$ cat src/srpsc_defines.vh
/*
 Register offsets, field positions and mode codes of the SYSREF pulse and sync control block.
 Assumes inclusion by bare name from the block's design files.
*/
`ifndef SRPSC_DEFINES_VH
`define SRPSC_DEFINES_VH
`define SRPSC_ADDR_PULSE_MODE 8'h5a
`define SRPSC_ADDR_SYNC_CTRL 8'h5b
`define SRPSC_ADDR_TIMER_LOW 8'h5c
`define SRPSC_ADDR_TIMER_HIGH 8'h5d
`define SRPSC_ADDR_MISC 8'h5e
`define SRPSC_MODE_LEVEL 3'h0
`define SRPSC_MODE_ONE 3'h1
`define SRPSC_MODE_TWO 3'h2
`define SRPSC_MODE_FOUR 3'h3
`define SRPSC_MODE_EIGHT 3'h4
`define SRPSC_MODE_SIXTEEN_A 3'h5
`define SRPSC_MODE_SIXTEEN_B 3'h6
`define SRPSC_MODE_CONT 3'h7
`define SRPSC_SYNC_POL_BIT 0
`define SRPSC_SYNC_PLL2_BIT 1
`define SRPSC_SYNC_RETIME_BIT 2
`define SRPSC_GPI_FUNC_PULSE_REQ 4'h8
`define SRPSC_GPO_FUNC_PULSE_STATUS 6'h3e
`define SRPSC_RESET_BYTE 8'h00
`endif

$ cat src/srpsc_beat_timer.v
/*
 Beat timer: divides the core clock by the programmed setpoint and emits one-cycle beat pulses.
 Assumes a setpoint of zero means the timer is halted.
*/
`timescale 1ns/100ps
`include "srpsc_defines.vh"
module srpsc_beat_timer #(
    parameter WIDTH = 12
) (
    input wire clock_i,
    input wire rst_n_i,
    input wire [WIDTH-1:0] setpoint_i,
    output reg beat_o
);
    reg [WIDTH-1:0] count;

    always @(posedge clock_i) begin
        if (!rst_n_i) begin
            count <= {WIDTH{1'b0}};
            beat_o <= 1'b0;
        end else if (setpoint_i == {WIDTH{1'b0}}) begin
            count <= {WIDTH{1'b0}};
            beat_o <= 1'b0;
        end else if (count >= setpoint_i - {{(WIDTH-1){1'b0}}, 1'b1}) begin
            count <= {WIDTH{1'b0}};
            beat_o <= 1'b1;
        end else begin
            count <= count + {{(WIDTH-1){1'b0}}, 1'b1};
            beat_o <= 1'b0;
        end
    end
endmodule // srpsc_beat_timer

$ cat src/srpsc_control.v
/*
 SYSREF pulse generator and sync input control with its byte register port.
 Assumes a synchronous byte write/read port from the serial control logic and synchronous pins.
 Registers wake at zero, so the generator starts in level mode with the beat timer halted.
 The reference input is sampled as a core-clock pin, so retiming resolves to one core cycle.
*/
// Summary of operation
// Mode 000 runs pulses while any pin, serial or sync request is present.
// Modes 001..110 give bursts of 1, 2, 4, 8, 16, 16 pulses.
// Mode 111 runs SYSREF continuously at 50 percent duty.
// Software uses bursts only on LVPECL or CML outputs.
// Sync register bit 2 retimes sync to reference input zero, else bypass.
// Sync register bit 1 passes reseed events through the second PLL.
// Sync register bit 0 inverts sync input; software keeps it 0 otherwise.
// A 12-bit timer setpoint at 0x5c/0x5d sets the beat rate.
// Software keeps the beat a submultiple of SYSREF and at most 4 MHz.
// Software prefers asynchronous start-up for continuous SYSREF.
// General output function 111110 shows the pulse request status.
// Bursts emit exactly N beat-aligned pulses then wait for a new request.
`timescale 1ns/100ps
`include "srpsc_defines.vh"
module srpsc_control #(
    parameter TIMER_WIDTH = 12
) (
    input wire clock_i,
    input wire rst_n_i,
    input wire reg_write_i,
    input wire [7:0] reg_addr_i,
    input wire [7:0] reg_wdata_i,
    output reg [7:0] reg_rdata_o,
    input wire serial_request_i,
    input wire general_input_pin_i,
    input wire [3:0] input_pin_function_select_i,
    input wire sync_pin_i,
    input wire reference_input_zero_i,
    input wire [5:0] general_output_function_i,
    output reg general_output_pin_o,
    output reg sysref_o,
    output reg reseed_pll2_o,
    output reg reseed_direct_o,
    output reg request_status_o
);
    // DONE holds off a new burst until the request that started it has dropped.
    localparam ST_IDLE = 2'h0;
    localparam ST_RUN = 2'h1;
    localparam ST_DONE = 2'h2;

    reg [7:0] pulse_generator_mode;
    reg [7:0] sync_input_control;
    reg [7:0] beat_timer_low;
    reg [7:0] beat_timer_high;
    reg [1:0] state;
    reg [5:0] edges_left;
    reg ref_q;
    reg sync_retimed;
    reg sync_prev;
    reg [5:0] next_edges;
    reg [7:0] next_rdata;
    wire beat;
    wire [2:0] mode;
    wire sync_raw;
    wire sync_level;
    wire sync_event;
    wire request;
    wire request_rise;
    wire pin_request;
    wire burst_mode;
    reg request_prev;

    assign mode = pulse_generator_mode[2:0];
    assign sync_raw = sync_pin_i ^ sync_input_control[`SRPSC_SYNC_POL_BIT];
    // Retimed sync is sampled on a reference rising edge; bypass feeds the raw pin straight on.
    assign sync_level = sync_input_control[`SRPSC_SYNC_RETIME_BIT] ? sync_retimed : sync_raw;
    assign sync_event = sync_level & ~sync_prev;
    assign pin_request = general_input_pin_i & (input_pin_function_select_i == `SRPSC_GPI_FUNC_PULSE_REQ);
    assign request = serial_request_i | sync_level | pin_request;
    assign burst_mode = (mode != `SRPSC_MODE_LEVEL) && (mode != `SRPSC_MODE_CONT);
    assign request_rise = request & ~request_prev;

    // The setpoint is read live: lowering it wraps the count at once rather than waiting out the old period.
    srpsc_beat_timer #(
        .WIDTH(TIMER_WIDTH)
    ) u_beat_timer (
        .clock_i(clock_i),
        .rst_n_i(rst_n_i),
        .setpoint_i({beat_timer_high[3:0], beat_timer_low}),
        .beat_o(beat)
    );

    always @(posedge clock_i) begin
        if (!rst_n_i) begin
            pulse_generator_mode <= `SRPSC_RESET_BYTE;
            sync_input_control <= `SRPSC_RESET_BYTE;
            beat_timer_low <= `SRPSC_RESET_BYTE;
            beat_timer_high <= `SRPSC_RESET_BYTE;
        end else if (reg_write_i) begin
            // Reserved bits are stored as zero, so a read-back shows only what the logic uses.
            case (reg_addr_i)
                `SRPSC_ADDR_PULSE_MODE: pulse_generator_mode <= {5'h00, reg_wdata_i[2:0]};
                `SRPSC_ADDR_SYNC_CTRL: sync_input_control <= {5'h00, reg_wdata_i[2:0]};
                `SRPSC_ADDR_TIMER_LOW: beat_timer_low <= reg_wdata_i;
                `SRPSC_ADDR_TIMER_HIGH: beat_timer_high <= {4'h0, reg_wdata_i[3:0]};
                default: ;
            endcase
        end
    end

    always @* begin
        case (reg_addr_i)
            `SRPSC_ADDR_PULSE_MODE: next_rdata = pulse_generator_mode;
            `SRPSC_ADDR_SYNC_CTRL: next_rdata = sync_input_control;
            `SRPSC_ADDR_TIMER_LOW: next_rdata = beat_timer_low;
            `SRPSC_ADDR_TIMER_HIGH: next_rdata = beat_timer_high;
            default: next_rdata = 8'h00;
        endcase
    end

    // Burst length counted in sysref edges: two per pulse, so 2N toggles on the beat.
    always @* begin
        case (mode)
            `SRPSC_MODE_ONE: next_edges = 6'h02;
            `SRPSC_MODE_TWO: next_edges = 6'h04;
            `SRPSC_MODE_FOUR: next_edges = 6'h08;
            `SRPSC_MODE_EIGHT: next_edges = 6'h10;
            `SRPSC_MODE_SIXTEEN_A: next_edges = 6'h20;
            `SRPSC_MODE_SIXTEEN_B: next_edges = 6'h20;
            default: next_edges = 6'h00;
        endcase
    end

    // A reference edge is taken on the first core clock that samples it high; the sampled sync level is held between edges.
    always @(posedge clock_i) begin
        if (!rst_n_i) begin
            ref_q <= 1'b0;
            sync_retimed <= 1'b0;
            sync_prev <= 1'b0;
        end else begin
            ref_q <= reference_input_zero_i;
            if (reference_input_zero_i && !ref_q) begin
                sync_retimed <= sync_raw;
            end
            sync_prev <= sync_level;
        end
    end

    // The path bit is taken at the moment of the sync edge, so a later rewrite cannot split a pulse.
    always @(posedge clock_i) begin
        if (!rst_n_i) begin
            reseed_pll2_o <= 1'b0;
            reseed_direct_o <= 1'b0;
        end else begin
            reseed_pll2_o <= sync_event & sync_input_control[`SRPSC_SYNC_PLL2_BIT];
            reseed_direct_o <= sync_event & ~sync_input_control[`SRPSC_SYNC_PLL2_BIT];
        end
    end

    always @(posedge clock_i) begin
        if (!rst_n_i) begin
            request_prev <= 1'b0;
            reg_rdata_o <= 8'h00;
            request_status_o <= 1'b0;
            general_output_pin_o <= 1'b0;
        end else begin
            request_prev <= request;
            reg_rdata_o <= next_rdata;
            request_status_o <= request;
            general_output_pin_o <= (general_output_function_i == `SRPSC_GPO_FUNC_PULSE_STATUS) & request;
        end
    end

    always @(posedge clock_i) begin
        if (!rst_n_i) begin
            state <= ST_IDLE;
            edges_left <= 6'h00;
            sysref_o <= 1'b0;
        end else begin
            case (state)
                ST_IDLE: begin
                    // Continuous mode starts without any request, free of the sync path.
                    if (mode == `SRPSC_MODE_CONT) begin
                        state <= ST_RUN;
                    end else if (mode == `SRPSC_MODE_LEVEL) begin
                        if (request) begin
                            state <= ST_RUN;
                        end
                    end else if (request_rise) begin
                        edges_left <= next_edges;
                        state <= ST_RUN;
                    end
                end
                ST_RUN: begin
                    if (mode == `SRPSC_MODE_CONT) begin
                        if (beat) begin
                            sysref_o <= ~sysref_o;
                        end
                    end else if (mode == `SRPSC_MODE_LEVEL) begin
                        // Stopping waits for the low half so no runt pulse leaves the pin.
                        if (!request && !sysref_o) begin
                            state <= ST_IDLE;
                        end else if (beat) begin
                            sysref_o <= request ? ~sysref_o : 1'b0;
                        end
                    end else if (edges_left == 6'h00) begin
                        sysref_o <= 1'b0;
                        state <= ST_DONE;
                    end else if (beat) begin
                        sysref_o <= ~sysref_o;
                        edges_left <= edges_left - 6'h01;
                    end
                end
                ST_DONE: begin
                    // A held request must drop and rise again before the next burst.
                    if (!request || !burst_mode) begin
                        state <= ST_IDLE;
                    end
                end
                default: begin
                    state <= ST_IDLE;
                    sysref_o <= 1'b0;
                end
            endcase
        end
    end
endmodule // srpsc_control

$ cat config.mk
export PLATFORM = sky130hd
export DESIGN_NAME = srpsc_control
export DESIGN_NICKNAME = d
export VERILOG_FILES = /design/src/srpsc_beat_timer.v /design/src/srpsc_control.v
export VERILOG_INCLUDE_DIRS = /design/src
export SDC_FILE = /design/constraint.sdc
export NUM_CORES = 1
export LEC_CHECK = 0
export BUFFER_PORTS_ARGS = -buffer_cell sky130_fd_sc_hd__buf_4
export CORE_MARGIN = 3
export CORE_UTILIZATION = 40
export CTS_BUF_LIST = sky130_fd_sc_hd__clkbuf_4
export CTS_CLUSTER_DIAMETER = 50
export CTS_CLUSTER_SIZE = 24
export DETAILED_ROUTE_END_ITERATION = 8
export GPL_TIMING_DRIVEN = 0
export PLACE_DENSITY_LB_ADDON = 0.2
export SETUP_SLACK_MARGIN = 0.4
export SKIP_CTS_REPAIR_TIMING = 1
export SLEW_MARGIN = 5
export SYNTH_ARGS = -nofsm -noshare
export SYNTH_HDL_FRONTEND = slang
export SYNTH_HIERARCHICAL = 1
export SYNTH_SLANG_ARGS = --single-unit
$ cat constraint.sdc
create_clock -name clock_i -period 3.8 [get_ports clock_i]
set_input_delay 0.19 -clock clock_i [delete_from_list [all_inputs] [get_ports clock_i]]
set_output_delay 0.19 -clock clock_i [all_outputs]
set_load 0.005 [all_outputs]
==> flow_summary.ini <==
[outcome]
status = complete, no violations

[global_route]
grt_pass1_wl_mm = 11.24
grt_pass1_vias = 2501
gr-usage-all-layers_pct = 16.11
grt-ovfl-total = 0
grt_max_degree = 17
antenna_found_initial = 0

[sta]
slew_headroom_pct = 60.71
max_freq_ghz = 0.3278
hold_viol = 0
slew_viol_final = 0
rsz0062_at_grt = no
holdWs_ns = 0.02541
finClkSkew_ns = 0.01329
fin_setup_tns_ns = 0
worstMarginPinSlew_ns = 0.5866
finalSetupViolCount = 0
fin_crit_sh_pct = 80.28
timing.final.ws_setup_ns = 0.7494
period_needed_ns = 3.051

[synth]
synth.distinct_cells = 54
synthAdderAreaFrac_pct = 6.794
ys_seq_area_share_pct = 37.37
synthFlopType = dfxtp_1
synth-xor-area-share_pct = 6.837
yosys.area_share.simple_pct = 25.39
async_flop_share_pct = 0
syn-cell-area_mm2 = 0.002947
yosysWarnings = 6
yosys_register_bits = 55
synth_mux_area_share_pct = 6.242
syn_nets = 383
synth_top_family_by_area = simple AND/OR/NAND/NOR gates
synth_compound_area_share_pct = 13.21
synthCells = 334
synth_edf_count = 0
syn_avg_cell_area_um2 = 8.822

[placed_design]
gp_congestion = 0.8541
dp.cells = 475
dp_hpwl_mm = 5.149
placed_cell_area_mm2 = 0.003405
io_buffers = 45
dp_slack_ns = 0.7871

[cts]
clk_latency_ns = 0.37
htree_levels = 2
cts.clk_slew.worst_paths_ns = 0.15
clkSinkCount = 55
cts_buffers = 5
clockRootBuffer = clkbuf_4
cts_buffer_depth = 2
cts_tree = built

[routing]
wirelength_mm = 6.630
drt_iter0_markers = 117
via_count = 2538
drc_errors = 0
wl_per_cell_um = 13.76
vias_per_cell = 5.266
firstDrtPassIters = 4
ant_nets = 0

[finish]
drive_gt1_share_pct = 17.88
final_common_cell = dfxtp_1
fin_util_pct = 49.93
fillers = 680
final_cell_mix = 55 x dfxtp_1, 45 x buf_4, 42 x nand2_1
syn_to_final_growth_pct = 18.30
fin_cells = 482
diodes = 0
num-nets-final = 435
design_area_mm2 = 0.003486

[pwr]
vdd.ir_drop.worst_v = 0.0001126
post-layout-total-power_mw = 1.001
power_density_mw_per_mm2 = 287.3
p_leak_nw = 1.482

[floorplanning]
start_util_pct = 42.20
coreArea_mm2 = 0.006982
rows = 30
dieHeight_um = 91.83
io_pins = 46
die-area_mm2 = 0.008432
die_w_um = 91.83

[worst_setup_path]
rr_worst_depth = 12
critPathLaunchType = flop
crit_fanout = 10
r2r_end = u_beat_timer/count[5]$_SDFF_PP0_
end_kind = flop
r2r-start = beat_timer_low[0]$_SDFFE_PN0P_
timing.setup.critical_path_class = reg -> reg
reg2reg_slack_ns = 0.75
endpoint = u_beat_timer/count[5]$_SDFF_PP0_
critical_path_required_ns = 4.11
crit_start = beat_timer_low[0]$_SDFFE_PN0P_
cp_data_arrival_time_ns = 3.36

[worst_hold_path]
hold_class = in -> reg
worstHoldPathCells = 2

[job]
cap_violations = 0
## final cells by class
type	instances	area (um2)	area share, %
multi-input cells	251	1729	49.61
flip-flops and latches	55	1101	31.59
repair buffers	45	337.8	9.691
well taps	96	120.1	3.446
plain buffers	14	70.07	2.010
inverters	14	52.55	1.508
clock buffers	5	37.54	1.077
clock inverters	2	37.54	1.077
## synth_stat cells, types with 4 or more instances
cell,instances,area [um2]
dfxtp_1,55,1101
nand2_1,42,157.7
nor2_1,23,86.33
nor3_1,21,105.1
mux2i_1,17,170.2
ha_1,16,200.2
xnor2_1,16,140.1
a21oi_1,15,75.07
inv_1,14,52.55
nand3_1,11,55.05
and2_1,8,50.05
clkbuf_1,8,30.03
xor2_1,7,61.31
buf_2,5,25.02
a211oi_1,4,30.03
nand4_1,4,25.02
nor2b_1,4,25.02
## flip-flops by register name, indices dropped and copies added, names as in the netlist
register              cells
u_beat_timer/count       12
beat_timer_low            8
reg_rdata_o               8
edges_left                6
beat_timer_high           4
pulse_generator_mode      3
sync_input_control        3
state                     2
general_output_pin_o      1
ref_q                     1
request_prev              1
reseed_direct_o           1
reseed_pll2_o             1
sync_prev                 1
sync_retimed              1
sysref_o                  1
u_beat_timer/beat_o       1
## cells by family (layout without fill, tap and decap cells)
| group | Yosys count | in the layout |
|---|---|---|
| and+or+nand+nor | 141 | 141 |
| xor gates and xnor gates | 23 | 23 |
| adders and majority gates | 16 | 16 |
| AOI/OAI and AO/OA | 53 | 53 |
| muxes | 18 | 18 |
| DFF | 55 | 55 |
| buffers and inverters | 28 | 80 |
## worst max-delay path, stage by stage (launching register included)
cell,delay (ns)
dfxtp_1,0.38
inv_1,0.09
ha_1,0.19
nor3b_4,0.27
nand2_1,0.10
or4_1,0.44
xor2_1,0.17
ha_1,0.33
a21oi_1,0.15
nand2_1,0.07
a221o_1,0.41
buf_2,0.21
nor3_1,0.19
## where the power goes
part	internal, mW	leakage (nW)	switching [mW]
clock	0.135	0.0373	0.181
combinational	0.0490	1.00	0.0516
sequential	0.582	0.444	0.00292
## metal layers
| metal | wire [um] | up-vias | GRT usage, % | part of all wire [%] |
|---|---|---|---|---|
| li1 | - | 1292 | - | - |
| met5 | 0 | - | 0 | 0 |
| met4 | 76 | 0 | 5.569 | 1.1 |
| met2 | 3249 | 44 | 26.84 | 49 |
| met1 | 3089 | 1195 | 20.93 | 47 |
| met3 | 214 | 7 | 2.953 | 3.2 |
## worst min-delay path by stage
stage                      startpoint                          to  slack [ns]
3_3_place_gp   reference_input_zero_i            ref_q$_SDFF_PN0_        0.41
4_1_cts        reference_input_zero_i            ref_q$_SDFF_PN0_       0.009
3_5_place_dp     sync_prev$_SDFF_PN0_  reseed_direct_o$_SDFF_PN0_        0.41
2_1_floorplan  reference_input_zero_i            ref_q$_SDFF_PN0_        0.31
6_report       reference_input_zero_i            ref_q$_SDFF_PN0_        0.03
5_1_grt        reference_input_zero_i            ref_q$_SDFF_PN0_        0.02
Note: power is estimated with default switching activity, not from simulation.
